==> src/hdl/stream_adapter_pkg.sv <==
// constants shared by the stream ready-latency adapter
//
// Overview of operation
// [RQ1] Where a side has ready, its ready latency is the cycle count from ready high to when a valid beat may be driven.
// [RQ2] An input side without valid is treated as carrying a valid beat on every cycle it may carry one.
// [RQ3] An output side without valid obliges the sink to take every driven beat as valid in every cycle.
// [RQ4] Each side has its own backpressure option that decides whether that side has a ready signal.
// [RQ5] The channel width is a common parameter of at most eight bits; zero removes the channel signal.
// [RQ6] The highest channel number is a common parameter in the range zero to 255.
// [RQ7] With packet support both sides carry first-beat, last-beat and empty, passed along with their beat.
// [RQ8] Empty counts the unused symbols of the last beat of a packet and may be left out for one symbol per beat.
// [RQ9] The error width is a common parameter from zero to 31 bits; zero removes the error signal.
// [RQ10] Error bits pass straight through, so source and sink must give each error bit the same meaning.
// [RQ11] Bits per symbol and symbols per beat are common parameters that size the data of each beat.
// [RQ12] With ready at the source but none at the sink, the ready returned to the source is held at one.
// [RQ13] With a larger sink latency, ready is delayed by the latency difference so both sides see the same ready cycles.
// [RQ14] With a smaller sink latency, a buffer absorbs the beats the source still sends after ready falls.
// [RQ15] With no ready at the source but ready at the sink, a beat that cannot be taken raises a loss indication.
// [RQ16] All sideband and data travel unchanged and aligned with their beat from input to output.
// [RQ17] One clock serves all; reset empties the buffer and clears the pipeline so no stale beat appears.
package stream_adapter_pkg;

  // buffer in the data path
  localparam int FIFO_DEPTH = 8;
  localparam int FIFO_CNT_W = 4;

  // ready history; latencies up to HIST_W-1 are supported
  localparam int HIST_W = 8;
  localparam int MAX_READY_LATENCY = 7;

  // sideband limits
  localparam int CHANNEL_WIDTH_MAX = 8;
  localparam int MAX_CHANNEL_LIMIT = 255;
  localparam int ERROR_WIDTH_MAX = 31;

  // reset values
  localparam logic RESET_READY = 1'b0;
  localparam logic RESET_VALID = 1'b0;
  localparam logic [1:0] RESET_SYNC = 2'b00;

endpackage

==> src/hdl/stream_ready_latency_adapter.sv <==
// ready/valid timing adapter with its data-path buffer
`timescale 1ns/1ps
`default_nettype none

module stream_fifo #(
  parameter int WIDTH = 8,
  parameter int DEPTH = 8,
  parameter int CNT_W = 4
) (
  // clock and reset
  input wire logic mclk,
  input wire logic rstN,
  // fill side
  input wire logic wrValid,
  output logic wrReady,
  input wire logic [WIDTH-1:0] wrData,
  // drain side
  output logic rdValid,
  input wire logic rdReady,
  output logic [WIDTH-1:0] rdData,
  // occupancy
  output logic [CNT_W-1:0] count
);
  localparam int AW = (DEPTH > 1) ? $clog2(DEPTH) : 1;
  localparam logic [AW-1:0] LAST = AW'(DEPTH - 1);
  localparam logic [CNT_W-1:0] FULL = CNT_W'(DEPTH);

  typedef struct packed {
    logic [DEPTH-1:0][WIDTH-1:0] mem;
    logic [AW-1:0] wrPtr;
    logic [AW-1:0] rdPtr;
    logic [CNT_W-1:0] cnt;
  } fifo_state_t;

  fifo_state_t s_q;
  fifo_state_t s_d;
  logic push;
  logic pop;

  assign wrReady = (s_q.cnt != FULL);
  assign rdValid = (s_q.cnt != '0);
  assign rdData = s_q.mem[s_q.rdPtr];
  assign count = s_q.cnt;
  assign push = wrValid && wrReady;
  assign pop = rdValid && rdReady;

  always_comb begin
    s_d = s_q;
    if (push) begin
      s_d.mem[s_q.wrPtr] = wrData;
      s_d.wrPtr = (s_q.wrPtr == LAST) ? '0 : s_q.wrPtr + 1'b1;
    end
    if (pop) begin
      s_d.rdPtr = (s_q.rdPtr == LAST) ? '0 : s_q.rdPtr + 1'b1;
    end
    s_d.cnt = s_q.cnt + CNT_W'(push) - CNT_W'(pop);
  end

  // storage, pointers and count all clear on reset
  always_ff @(posedge mclk or negedge rstN) begin
    if (!rstN) begin
      s_q <= '0;
    end else begin
      s_q <= s_d;
    end
  end
endmodule

module stream_ready_latency_adapter
  import stream_adapter_pkg::*;
#(
  parameter bit IN_HAS_READY = 1'b1,
  parameter bit IN_HAS_VALID = 1'b1,
  parameter int IN_READY_LATENCY = 2,
  parameter bit OUT_HAS_READY = 1'b1,
  parameter bit OUT_HAS_VALID = 1'b1,
  parameter int OUT_READY_LATENCY = 1,
  parameter int CHANNEL_WIDTH = 4,
  parameter int MAX_CHANNEL = 15,
  parameter int BITS_PER_SYMBOL = 8,
  parameter int SYMBOLS_PER_BEAT = 4,
  parameter bit HAS_PACKETS = 1'b1,
  parameter bit HAS_EMPTY = 1'b1,
  parameter int ERROR_WIDTH = 2,
  localparam int DATA_W = BITS_PER_SYMBOL * SYMBOLS_PER_BEAT,
  localparam int CH_W = (CHANNEL_WIDTH > 0) ? CHANNEL_WIDTH : 1,
  localparam int EMPTY_W =
    (SYMBOLS_PER_BEAT > 1) ? $clog2(SYMBOLS_PER_BEAT) : 1,
  localparam int ERR_W = (ERROR_WIDTH > 0) ? ERROR_WIDTH : 1
) (
  // clock and reset
  input wire logic mclk,
  input wire logic rst_n,
  // input side, driven by the upstream source
  input wire logic inValid,
  output logic inReady,
  input wire logic [DATA_W-1:0] inData,
  input wire logic [CH_W-1:0] inChannel,
  input wire logic inSop,
  input wire logic inEop,
  input wire logic [EMPTY_W-1:0] inEmpty,
  input wire logic [ERR_W-1:0] inError,
  // output side, driving the downstream sink
  output logic outValid,
  input wire logic outReady,
  output logic [DATA_W-1:0] outData,
  output logic [CH_W-1:0] outChannel,
  output logic outSop,
  output logic outEop,
  output logic [EMPTY_W-1:0] outEmpty,
  output logic [ERR_W-1:0] outError,
  // status
  output logic dataLost
);
  localparam int PW = DATA_W + CH_W + 2 + EMPTY_W + ERR_W;
  localparam int OUT_IDX = (OUT_READY_LATENCY > 0) ? OUT_READY_LATENCY - 1 : 0;
  localparam int DIFF = OUT_READY_LATENCY - IN_READY_LATENCY;
  localparam int DIFF_IDX = (DIFF > 0) ? DIFF - 1 : 0;
  localparam int IN_IDX = IN_READY_LATENCY;
  // zero-latency sink with ready: a beat waits on the wire until taken
  localparam bit HOLD_MODE = OUT_HAS_READY && (OUT_READY_LATENCY == 0);
  localparam bit USE_CH = (CHANNEL_WIDTH > 0);
  localparam bit USE_EMPTY = HAS_PACKETS && HAS_EMPTY && (SYMBOLS_PER_BEAT > 1);
  localparam bit USE_ERR = (ERROR_WIDTH > 0);

  typedef struct packed {
    logic [HIST_W-2:0] outHist;
    logic [HIST_W-2:0] inHist;
    logic inReady;
    logic outValid;
    logic [PW-1:0] outWord;
    logic lost;
  } state_t;

  state_t s_q;
  state_t s_d;
  logic [1:0] rstPipe_q;
  logic rstSyncN;
  logic [HIST_W-1:0] outAgo;
  logic [HIST_W-1:0] inAgo;
  logic inBeat;
  logic [PW-1:0] inWord;
  logic fifoWrReady;
  logic fifoRdValid;
  logic fifoRdReady;
  logic [PW-1:0] fifoRdData;
  logic [FIFO_CNT_W-1:0] fifoCount;

  // two-stage release of the asynchronous reset
  always_ff @(posedge mclk or negedge rst_n) begin
    if (!rst_n) begin
      rstPipe_q <= RESET_SYNC;
    end else begin
      rstPipe_q <= {rstPipe_q[0], 1'b1};
    end
  end
  assign rstSyncN = rstPipe_q[1];

  // ago[k] is the ready seen k cycles back, ago[0] the present one
  assign outAgo = {s_q.outHist, outReady};
  assign inAgo = {s_q.inHist, s_q.inReady};

  // without valid, a beat is implied by the ready cycle latency ago
  always_comb begin
    if (IN_HAS_VALID) begin
      inBeat = inValid;
    end else if (IN_HAS_READY) begin
      inBeat = inAgo[IN_IDX]; // RQ1
    end else begin
      inBeat = 1'b1; // RQ2
    end
  end

  // disabled sideband is forced to zero so it never carries noise
  assign inWord = {
    inData, // RQ11
    USE_CH ? inChannel : {CH_W{1'b0}}, // RQ5
    HAS_PACKETS ? inSop : 1'b0, // RQ7
    HAS_PACKETS ? inEop : 1'b0,
    USE_EMPTY ? inEmpty : {EMPTY_W{1'b0}}, // RQ8
    USE_ERR ? inError : {ERR_W{1'b0}} // RQ9
  };

  // drain permission of the buffer toward the sink
  always_comb begin
    if (!OUT_HAS_READY) begin
      fifoRdReady = 1'b1;
    end else if (HOLD_MODE) begin
      fifoRdReady = !s_q.outValid || outReady;
    end else begin
      fifoRdReady = outAgo[OUT_IDX]; // RQ1
    end
  end

  stream_fifo #(
    .WIDTH(PW),
    .DEPTH(FIFO_DEPTH),
    .CNT_W(FIFO_CNT_W)
  ) dataBuf (
    .mclk(mclk),
    .rstN(rstSyncN),
    .wrValid(inBeat),
    .wrReady(fifoWrReady),
    .wrData(inWord),
    .rdValid(fifoRdValid),
    .rdReady(fifoRdReady),
    .rdData(fifoRdData),
    .count(fifoCount)
  );

  always_comb begin
    int freeNext;
    freeNext = FIFO_DEPTH - int'(fifoCount)
      - int'(inBeat && fifoWrReady) + int'(fifoRdValid && fifoRdReady);
    s_d = s_q;
    s_d.outHist = {s_q.outHist[HIST_W-3:0], outReady};
    s_d.inHist = {s_q.inHist[HIST_W-3:0], s_q.inReady};
    // each side's ready option picks the ready scheme
    if (!IN_HAS_READY) begin // RQ4
      s_d.inReady = 1'b1;
    end else if (!OUT_HAS_READY) begin
      s_d.inReady = 1'b1; // RQ12
    end else if (DIFF > 0) begin
      s_d.inReady = outAgo[DIFF_IDX]; // RQ13
    end else begin
      // credits: every ready cycle still in flight may bring a beat
      s_d.inReady = freeNext >= IN_READY_LATENCY + 1; // RQ14
    end
    // the sink without valid takes every cycle, so valid only reports
    if (fifoRdReady) begin
      s_d.outValid = fifoRdValid; // RQ3
      if (fifoRdValid) begin
        s_d.outWord = fifoRdData; // RQ16
      end
    end else if (!HOLD_MODE) begin
      s_d.outValid = 1'b0; // RQ1
    end
    // a beat the buffer cannot take is gone; flag it one cycle later
    s_d.lost = inBeat && !fifoWrReady; // RQ15
  end

  always_ff @(posedge mclk or negedge rstSyncN) begin
    if (!rstSyncN) begin
      s_q <= '0; // RQ17
      s_q.inReady <= RESET_READY;
      s_q.outValid <= RESET_VALID;
    end else begin
      s_q <= s_d;
    end
  end

  // error bits are not remapped here
  assign {outData, outChannel, outSop, outEop, outEmpty, outError} =
    s_q.outWord; // RQ10
  assign outValid = s_q.outValid;
  assign inReady = s_q.inReady;
  assign dataLost = s_q.lost;

  generate
    if (IN_HAS_READY && !OUT_HAS_READY) begin : gTie

    end
    if (IN_HAS_READY && OUT_HAS_READY && DIFF > 0) begin : gPipe

    end
    // a cycle granted by ready must find room, whatever the source does
    if (IN_HAS_READY && OUT_HAS_READY && DIFF <= 0) begin : gCredit

    end
    if (OUT_HAS_READY && OUT_READY_LATENCY > 0) begin : gLat

    end
    if (HOLD_MODE) begin : gHold

    end
  endgenerate
endmodule

`default_nettype wire

==> config.mk <==
export PLATFORM = sky130hd
export DESIGN_NAME = stream_ready_latency_adapter
export DESIGN_NICKNAME = d
export VERILOG_FILES = /design/src/hdl/stream_adapter_pkg.sv /design/src/hdl/stream_ready_latency_adapter.sv
export SDC_FILE = /design/constraint.sdc
export NUM_CORES = 1
export LEC_CHECK = 0
export BUFFER_PORTS_ARGS = -buffer_cell sky130_fd_sc_hd__buf_2
export CORE_MARGIN = 2
export CORE_UTILIZATION = 50
export DETAILED_ROUTE_END_ITERATION = 10
export GPL_TIMING_DRIVEN = 1
export HOLD_SLACK_MARGIN = 0.1
export PLACE_DENSITY = 0.67
export SLEW_MARGIN = 10
export SYNTH_ARGS = -nofsm -noshare
export SYNTH_HDL_FRONTEND = slang
export SYNTH_SLANG_ARGS = --single-unit
==> constraint.sdc <==
create_clock -name mclk -period 20.9 [get_ports mclk]
set_input_delay 3.135 -clock mclk [delete_from_list [all_inputs] [get_ports mclk]]
set_output_delay 3.135 -clock mclk [all_outputs]
set_load 0.005 [all_outputs]
==> key figures, run 1 <==
Synthesis
  – Leading area contributor after synthesis: dfrtp_1
  – Async S/R FF share, synth: 100%
  – Fraction of synthesized cell area in xor and xnor cells: 0.347%
  – Most frequent cell after synthesis: dfrtp_1
  – Number of flops mapped to enable cells by yosys: 0
  – Largest family of logic cells by synthesized area: multiplexers
  – Synth Area per Inst: 13.8 um2
  – Area fraction in compound gates after synthesis: 3.93%
  – Area contributors post-synth: dfrtp_1 56%, mux2_2 21%, mux2i_1 9.5%
  – Synthesized flop and latch total: 393
  – Post-synth cell types: 35
  – Synth Instances: 1278
  – Simple-gate share of the synthesized area: 4.11%
  – Post-synthesis mux area share: 31.1%
  – Synth cell count leaders: 393 x dfrtp_1, 329 x mux2_2, 168 x mux2i_1
  – Most used DFF post-synth: dfrtp_1
  – Register area share after synthesis: 55.7%
  – Adder and majority gate portion of the synthesized area: 1.50%
  – Yosys warns: 0
  – Syn_nets: 1344
  – Yosys top cell area share: 55.7%
  – Synthesized area: 17700 um2

Hold path
  – Worst hold path class: reg -> reg

Worst setup path
  – CP Capture Type: flip-flop
  – Crit-path max FO: 49
  – CP Buf/Inv Count: 3
  – WP data required: 21.31 ns
  – Slowest CP cell: buf_4
  – Top delay family on crit path: adder cells
  – Worst-path cell chain: buf_2 -> nand2_2 -> buf_4 -> ha_1 -> inv_1 -> ha_1 -> fa_1 -> a21o_1 -> a21oi_1 -> xor2_1 -> a32oi_1
  – Startpoint Class: input pin
  – Max incr delay on CP: 0.63 ns
  – Critical path class: in -> reg
  – Most frequent CP cell: ha_1
  – Arr. time, crit path: 5.45 ns

Clocking
  – CTS resizes: 0
  – CTS tree: done
  – Clock slew seen by the registers of the worst setup and hold paths: 0.06 ns
  – Clk sink count: 393
  – Root buffer cell: clkbuf_16
  – Clk_lat worst skew: 0.54 ns
  – CTS Buf Count: 42
  – CTS max path bufs: 3
  – Post-CTS setup buffer count: 0
  – H-tree Lvls: 2
  – Hold Buf Count CTS: 0

Job
  – Max_cap viols: 0

Layout
  – Nets@finish: 1420
  – Fraction of layout cells with a size suffix above 1: 38.3%
  – Layout area overhead: 12.6%
  – # fillers: 2854
  – Core Util, Final: 57.4%
  – Non-filler cells, final: 1843

Die
  – DIE HEIGHT: 192 um
  – # rows: 68
  – Die Area: 36800 um2
  – Starting Density: 51.0%
  – Die width: 192 um
  – Core ar.: 34600 um2
  – I/O pin total: 91

Placement
  – Placed insts: 1765
  – I/O Buffers: 90
  – Final Wtd Congestion: 0.733
  – Dpl hpwl: 20.6 mm

STA
  – # setup viols final: 0
  – Worst clock skew: 0.0133 ns
  – Max-slew headroom: 32.5%
  – Least-Margin Pin Slew: 1.01 ns
  – Fin. max-slew vios: 0
  – Final hold slack: 0.356 ns
  – Highest Clock Rate: 198 MHz
  – Setup_tns: 0 ns
  – Final hold vios: 0
  – RSZ-0062 raised after global routing: false
  – Min cycle time layout: 5.04 ns
  – Final period util: 24.1%

GRT
  – Number of global-route vias before repair: 11100
  – Total grt overflow: 0
  – First-pass GRT wire length: 61.4 mm
  – Global-route usage over all layers: 21.7%
  – Pin count of the biggest net entering global routing: 79
  – Initial antenna violation count: 2

Run status
  – Status: completed

Power
  – Leakage: 9.10 nW
  – Pwr Density: 168 nW/um2
  – Max IR drop VDD: 0.0990 mV

Detailed routing
  – Initial DRC count: 425
  – Drt via density: 5.67
  – Per-cell routed wire length: 20.8 um
  – Drt total wl: 38.4 mm
  – Post-DRT Antenna Nets: 0
  – First-pass DRT Iterations: 4
  – Residual DRC: 0
  – Via count: 10400
## kinds of logic after synthesis
group	count (synthesis)
XOR/XNOR	7
AO/OA/AOI/OAI	94
AND/OR/NAND/NOR	161
multiplexers	506
other	1
buffers and inverters	96
flip-flops	393
adder cells (fa/ha/maj)	20
## report_power, final
part / switching (mW) / total [mW] / leakage [nW] / internal, mW
sequential: 0.203 / 1.35 / 4.73 / 1.15
clock: 0.296 / 0.782 / 0.746 / 0.486
combinational: 0.574 / 1.21 / 3.62 / 0.639
## placed cells by master, fill, tap and decap left out, types with 2 or more instances in the layout
cell type,count
mux2i_1,168
clkbuf_1,5
a21o_1,4
nand2_1,94
nor3_1,2
clkinv_2,9
inv_1,15
xnor2_1,2
mux2_1,9
nand2b_1,3
clkbuf_8,13
nor3_4,2
xor2_1,5
clkbuf_16,45
a21oi_1,4
nand3_1,43
a22oi_1,84
buf_4,22
nor2_1,2
dfrtp_4,2
bufinv_16,4
ha_1,18
mux2_2,329
nand2_2,2
nor2b_4,2
buf_2,90
fa_1,2
nor2_4,5
dfrtp_1,391
## flip-flops by register name, indices dropped and copies added (netlist names), 2 cells and up
name and flops:
dataBuf.s_q 342, outData 32, dataBuf.count 4, outChannel 4, outEmpty 2, outError 2, rstPipe_q 2
## worst paths after layout
check	startpoint	endpoint	slack, ns	cells past startpoint
hold / removal	rstPipe_q[0]	rstPipe_q[1]	0.36	0
hold reg to reg	rstPipe_q[0]	rstPipe_q[1]	0.36	0
max in group asynchronous	rstPipe_q[1]	dataBuf.s_q[226]	17.46	3
setup / recovery	outReady	inReady	15.86	11
min in group asynchronous	rstPipe_q[1]	dataBuf.s_q[204]	0.40	0
setup reg to reg	rstPipe_q[1]	dataBuf.s_q[226]	17.46	3
## metal layers
| layer | track usage [%] | wire length (um) | vias to the layer above |
|---|---|---|---|
| li1 | - | - | 4754 |
| met1 | 29.0 | 17400 | 5473 |
| met2 | 36.7 | 18800 | 163 |
| met3 | 3.71 | 1490 | 52 |
| met4 | 5.50 | 682 | 4 |
| met5 | 0 | 27 | - |
## metrics by stage
stage          setup slack (ns)  area, um2  total power, mW
6_report                  15.86      19900             3.35
2_1_floorplan              9.14      17700             2.28
3_3_place_gp              15.37      18400             2.54
3_5_place_dp              15.31      18400             2.59
5_1_grt                   15.73      19900             3.57
4_1_cts                   15.88      19900             3.38
## cell type report
cell class / count / area (um2) / share of cell area (%)
clock inverter: 14 / 173 / 0.868
clock buffer: 63 / 1320 / 6.66
inverter: 16 / 60.1 / 0.302
tap: 455 / 569 / 2.86
antenna: 1 / 2.50 / 0.0126
sequential: 393 / 9840 / 49.5
multi-input combinational: 789 / 7300 / 36.7
timing repair buffer: 112 / 616 / 3.10
## worst reg2reg max path: stages (launching register included)
cell and delay, ns:
dfrtp_4 0.92, buf_4 0.83, buf_4 0.76, buf_4 0.88
Note: power is estimated with default switching activity, not from simulation.
==> run 2, diff against run 1 <==
--- a/config.mk
+++ b/config.mk
@@ -5,13 +5,14 @@
 export SDC_FILE = /design/constraint.sdc
 export NUM_CORES = 1
 export LEC_CHECK = 0
+export ABC_AREA = 1
 export BUFFER_PORTS_ARGS = -buffer_cell sky130_fd_sc_hd__buf_2
 export CORE_MARGIN = 2
 export CORE_UTILIZATION = 50
 export DETAILED_ROUTE_END_ITERATION = 10
 export GPL_TIMING_DRIVEN = 1
 export HOLD_SLACK_MARGIN = 0.1
-export PLACE_DENSITY = 0.67
+export PLACE_DENSITY = 0.7
 export SLEW_MARGIN = 10
 export SYNTH_ARGS = -nofsm -noshare
 export SYNTH_HDL_FRONTEND = slang
==> constraint.sdc (replaced) <==
create_clock -name mclk -period 4.35 [get_ports mclk]
set_input_delay 0.6525 -clock mclk [delete_from_list [all_inputs] [get_ports mclk]]
set_output_delay 0.6525 -clock mclk [all_outputs]
set_load 0.005 [all_outputs]
==> run 2 against run 1 <==
Compared with the run above:
- clock power grew to 5.0 times the previous value
- combinational power grew to 4.6 times the previous value
- utilization shrank 0.11 points
- clock-buffer cell count grew 2
- synthesized cell count grew 62%
- final cell count grew 40%
- worst hold slack lost 0.0089 ns
- sequential power grew to 4.8 times the previous value
- first-iteration DRC count grew 150%
- setup slack lost 14 ns
- total power grew to 4.7 times the previous value
- critical endpoint unchanged
- largest cell class unchanged
==> key figures, run 2 <==
Synthesis
  – Yosys warns: 0
  – Leading area contributor after synthesis: dfrtp_1
  – Synth Instances: 2073
  – Syn_nets: 2139
  – Number of flops mapped to enable cells by yosys: 0
  – Synthesized area: 17600 um2
  – Post-synth cell types: 23
  – Async S/R FF share, synth: 100%
  – Register area share after synthesis: 55.9%
  – Most frequent cell after synthesis: nand2_1
  – Synthesized flop and latch total: 393
  – Most used DFF post-synth: dfrtp_1
  – Area contributors post-synth: dfrtp_1 56%, nand2_1 10%, o21ai_0 9.1%
  – Yosys top cell area share: 55.9%
  – Synth cell count leaders: 481 x nand2_1, 393 x dfrtp_1, 321 x o21ai_0
  – Synth Area per Inst: 8.48 um2

Detailed routing
  – Residual DRC: 0
  – Initial DRC count: 1051
  – First-pass DRT Iterations: 5
  – Post-DRT Antenna Nets: 0
  – Via count: 14000
  – Per-cell routed wire length: 16.4 um
  – Drt total wl: 42.4 mm
  – Drt via density: 5.42

Die
  – I/O pin total: 91
  – Starting Density: 50.8%
  – Die width: 192 um
  – Core ar.: 34600 um2
  – DIE HEIGHT: 192 um
  – Die Area: 36700 um2
  – # rows: 68

Clocking
  – Clock slew seen by the registers of the worst setup and hold paths: 0.06 ns
  – H-tree Lvls: 2
  – Clk_lat worst skew: 0.54 ns
  – Clk sink count: 393
  – CTS max path bufs: 3
  – Root buffer cell: clkbuf_16
  – CTS resizes: 0
  – CTS Buf Count: 42
  – CTS tree: done
  – Post-CTS setup buffer count: 0

Worst setup path
  – Worst reg2reg startpoint: dataBuf.count[1]
  – Crit-path max FO: 16
  – CP Capture Type: flip-flop
  – Reg2reg end: inReady
  – WP data required: 4.77 ns
  – R2R depth: 14
  – Critical path class: reg -> reg
  – Arr. time, crit path: 3.18 ns
  – Reg2reg setup slack: 1.59 ns
  – Startpoint Class: flip-flop

STA
  – Final period util: 63.4%
  – Worst clock skew: 0.0128 ns
  – Final hold vios: 0
  – Setup_tns: 0 ns
  – # setup viols final: 0
  – Min cycle time layout: 2.76 ns
  – Fin. max-slew vios: 0
  – Max-slew headroom: 33.1%
  – Least-Margin Pin Slew: 1.00 ns
  – Final WS setup: 1.59 ns
  – Highest Clock Rate: 362 MHz
  – RSZ-0062 raised after global routing: false

Placement
  – Final Wtd Congestion: 0.760
  – Dpl hpwl: 22.8 mm
  – DP Worst Slack: 1.65 ns
  – I/O Buffers: 90

Layout
  – Max FFs per register: 342
  – Largest Register: dataBuf.s_q
  – Commonest non-fill, non-tap cell in the layout: nand2_1
  – Fraction of layout cells with a size suffix above 1: 9.48%
  – Most frequent cells in the layout: 480 x nand2_1, 389 x dfrtp_1, 321 x o21ai_0, 231 x inv_1, 133 x nand3_1
  – Nets@finish: 2155
  – Layout area overhead: 12.8%

GRT
  – Number of global-route vias before repair: 13600
  – First-pass GRT wire length: 70.2 mm
  – Global-route usage over all layers: 24.0%
  – Pin count of the biggest net entering global routing: 124
  – Total grt overflow: 0
  – Initial antenna violation count: 3

Hold path
  – Hold Path Origin: inValid
  – Hold Crit Depth: 3
  – Worst hold path class: in -> reg
  – WHS Endpoint: dataLost

Power
  – Reg power frac: 40.5%
  – Leakage: 9.39 nW
  – Pwr Density: 800 nW/um2
  – Net Sw Frac: 37.1%
  – Int Pwr: 9.98 mW
  – Logic pwr share: 35.0%
  – Clock share of power: 24.4%
  – Max IR drop VDD: 0.379 mV
  – Total chip power: 15.9 mW
  – Net Switching: 5.89 mW

Job
  – Max_cap viols: 0

Run status
  – Status: completed
run 2: metal layers:
| layer | wire length (um) | global-route usage (%) | vias up | share of wire [%] |
|---|---|---|---|---|
| met5 | 27 | 0 | - | 0.064 |
| met4 | 994 | 6.69 | 4 | 2.3 |
| met3 | 2050 | 3.43 | 87 | 4.8 |
| met2 | 20500 | 40.9 | 332 | 48 |
| met1 | 18800 | 32.1 | 6744 | 44 |
| li1 | - | - | 6808 | - |
run 2: per-stage QoR:
step	instance area (um2)	hold WS (ns)	utilization (%)	instances
after global placement	18300	0.335	52.9	2499
after CTS	19800	0.329	57.3	2576
final	19800	0.347	57.3	2579
after global routing	19800	0.346	57.3	2577
after floorplan	17600	0.331	-	2073
after detailed placement	18300	0.340	52.9	2499
run 2: worst max path at each step:
stage,from,to,slack [ns]
finish,dataBuf.count[1],inReady,1.59
global route,dataBuf.count[1],inReady,1.35
CTS,dataBuf.count[1],inReady,1.63
detailed placement,dataBuf.count[1],inReady,1.65
global placement,dataBuf.count[1],inReady,1.69
floorplan,rstPipe_q[1],dataBuf.count[0],0.49
run 2: cell type report:
cell class | instances | area, um2
tap | 455 | 569
multi-input combinational | 1297 | 6270
fill | 3077 | 14800
clock inverter | 11 | 205
antenna | 3 | 7.51
inverter | 237 | 890
timing repair buffer | 118 | 738
clock buffer | 65 | 1320
sequential | 393 | 9850
run 2: power by group through the flow:
stage	Combinational (mW)	Clock, mW	Sequential (mW)
after global placement	5.34	0	6.43
after CTS	5.59	3.96	6.44
after global routing	6.46	4.11	6.65
after floorplan	4.36	0	6.11
after detailed placement	5.53	0	6.48
final	5.56	3.88	6.43
run 2: cell families (layout without fill, tap and decap cells):
logic type	count (synthesis)	after routing	share of synthesized area (%)
and+or+nand+nor	674	674	15.5
DFF	393	393	55.9
xor gates and xnor gates	5	5	0.249
other	1	4	0.0213
buffers and inverters	383	431	8.65
AOI/OAI and AO/OA	597	597	18.2
adders and majority gates	20	20	1.51
run 2: critical path: stages (launching register included):
cell and delay (ns):
dfrtp_1 0.39, inv_1 0.10, ha_1 0.23, nand2_1 0.08
nand2_2 0.28, ha_1 0.41, inv_1 0.04, ha_1 0.20
fa_1 0.43, nand3_1 0.12, nand3_1 0.09, nand2_1 0.07
nand3_1 0.07, nor2_1 0.10, nor2_1 0.04
run 2: repair_timing:
action | in CTS | in global routing
setup endpoints to repair | 0 | 0
endpoints found under the hold margin | 2 | 0
hold buffers | 1 | 0
==> run 3, diff against run 2 <==
==> constraint.sdc (replaced) <==
create_clock -name mclk -period 2.5 [get_ports mclk]
set_input_delay 0.375 -clock mclk [delete_from_list [all_inputs] [get_ports mclk]]
set_output_delay 0.375 -clock mclk [all_outputs]
set_load 0.005 [all_outputs]
==> run 3 against run 2 <==
Compared with the run above:
- non-clock buffer count increased by 29
- critical path depth is 1 lower
- global-route usage increased by 0.11 points
- final area up 1.3%
- routed wire length hardly changed
- largest cell class unchanged
- largest power group unchanged
==> key figures, run 3 (synthesis results as in run 2) <==
Run status
  – Status: completed

Layout
  – Nets@finish: 2183
  – Max FFs per register: 342
  – Fraction of layout cells with a size suffix above 1: 10.4%
  – Most frequent cells in the layout: 480 x nand2_1, 389 x dfrtp_1, 321 x o21ai_0, 231 x inv_1, 133 x nand3_1
  – Commonest non-fill, non-tap cell in the layout: nand2_1
  – Layout area overhead: 14.3%
  – Non-filler cells, final: 2602
  – Largest Register: dataBuf.s_q

Placement
  – DP Worst Slack: 0.0852 ns
  – Dpl hpwl: 24.5 mm
  – I/O Buffers: 90
  – Final Wtd Congestion: 0.786
  – Placed insts: 2524

Clocking
  – Root buffer cell: clkbuf_16
  – CTS max path bufs: 3
  – CTS tree: done
  – Clk sink count: 393
  – Clk_lat worst skew: 0.54 ns
  – Clock slew seen by the registers of the worst setup and hold paths: 0.06 ns
  – CTS Buf Count: 41
  – H-tree Lvls: 2

Die
  – DIE HEIGHT: 192 um
  – Die Area: 36700 um2
  – Core ar.: 34600 um2
  – Starting Density: 50.8%
  – Die width: 192 um
  – # rows: 68
  – I/O pin total: 91

STA
  – Setup_tns: 0 ns
  – Least-Margin Pin Slew: 0.785 ns
  – # setup viols final: 0
  – Final hold slack: 0.121 ns
  – Worst clock skew: 0.0204 ns
  – Final period util: 95.6%
  – Final hold vios: 0
  – Max-slew headroom: 47.7%
  – Min cycle time layout: 2.39 ns
  – Final WS setup: 0.109 ns
  – Fin. max-slew vios: 0
  – Highest Clock Rate: 418 MHz

GRT
  – First-pass GRT wire length: 71.1 mm
  – Global-route usage over all layers: 24.1%
  – Total grt overflow: 0
  – Number of global-route vias before repair: 14000
  – Initial antenna violation count: 2
  – Pin count of the biggest net entering global routing: 85

Hold path
  – Worst hold path class: in -> reg
  – Hold Path Origin: inData[19]

Power
  – Max IR drop VDD: 0.661 mV
  – Pwr Density: 1360 nW/um2
  – Leakage: 9.52 nW
  – Total chip power: 27.3 mW

Worst setup path
  – Worst-path cell chain: inv_1 -> ha_4 -> nand2_1 -> nand2_2 -> inv_2 -> ha_1 -> inv_1 -> ha_1 -> fa_2 -> xnor2_1 -> nand3_1 -> nor2_1 -> nor2_1
  – WP data required: 2.91 ns
  – Max incr delay on CP: 0.38 ns
  – CP Capture Type: flip-flop
  – Startpoint Class: flip-flop
  – CP Buf/Inv Count: 3
  – Reg2reg setup slack: 0.11 ns
  – Crit path from: dataBuf.count[1]
  – Worst reg2reg startpoint: dataBuf.count[1]
  – Arr. time, crit path: 2.80 ns
  – Slowest CP cell: fa_2
  – Critical path class: reg -> reg
  – Crit-path max FO: 3
  – Top delay family on crit path: adder cells

Detailed routing
  – Drt total wl: 42.4 mm
  – Drt via density: 5.43
  – Per-cell routed wire length: 16.3 um
  – First-pass DRT Iterations: 5
  – Post-DRT Antenna Nets: 0
  – Residual DRC: 0
  – Via count: 14100
  – Initial DRC count: 894

Job
  – Max_cap viols: 0
run 3: cell types whose count changed in the layout (fill, tap and decap cells not counted), sizes merged:
cell         before  now
clkinvlp          0    1
inv             236  237
dlygate4sd3       1    5
clkbuf           65   64
buf             117  142
diode             3    1
bufinv            6    1
run 3: worst min-delay path, delay by kind of cell:
| kind | cells | cell delay [ns] |
|---|---|---|
| buffers and inverters | 1 | 0.13 |
| and+or+nand+nor | 1 | 0.06 |
| AOI/OAI and AO/OA | 1 | 0.06 |
run 3: per-layer routing:
| metal | up-vias | routed length, um | GRT usage (%) |
|---|---|---|---|
| met5 | - | 12 | 0 |
| met4 | 2 | 840 | 6.75 |
| met2 | 354 | 20400 | 40.6 |
| met1 | 6834 | 19000 | 32.7 |
| li1 | 6861 | - | - |
| met3 | 72 | 2210 | 3.47 |
run 3: where the power goes:
part	switching [mW]	internal, mW	leakage (nW)
Combinational	6.38	3.91	4.08
Clock	2.46	3.62	0.671
Sequential	1.45	9.48	4.77
run 3: area by class of cell:
cell class / instances / area, um2
clock buffer: 64 / 1280
multi-input combinational: 1297 / 6280
clock inverter: 8 / 71.3
inverter: 237 / 890
antenna: 1 / 2.50
timing repair buffer: 147 / 1170
sequential: 393 / 9850
tap: 455 / 569
fill: 3054 / 14500
run 3: worst paths after layout:
path | cells after the start | endpoint
max in group asynchronous | 2 | dataBuf.s_q[309]
min in group asynchronous | 2 | rstPipe_q[1]
hold / removal | 3 | dataBuf.s_q[249]
hold reg to reg | 0 | dataBuf.s_q[248]
setup reg to reg | 13 | inReady
setup / recovery | 13 | inReady
run 3: per-stage QoR:
step	utilization, %	area, um2
finish	58.1	20100
global route	58.1	20100
CTS	58.0	20100
detailed placement	54.0	18700
global placement	54.0	18700
floorplan	-	17600
run 3: timing repair:
| item | CTS | global route |
|---|---|---|
| setup buffers | 0 | 0 |
| endpoints found under the setup margin | 0 | 1 |
| resized for setup | 0 | 3 |
| endpoints found under the hold margin | 6 | 0 |
| hold buffers | 5 | 0 |
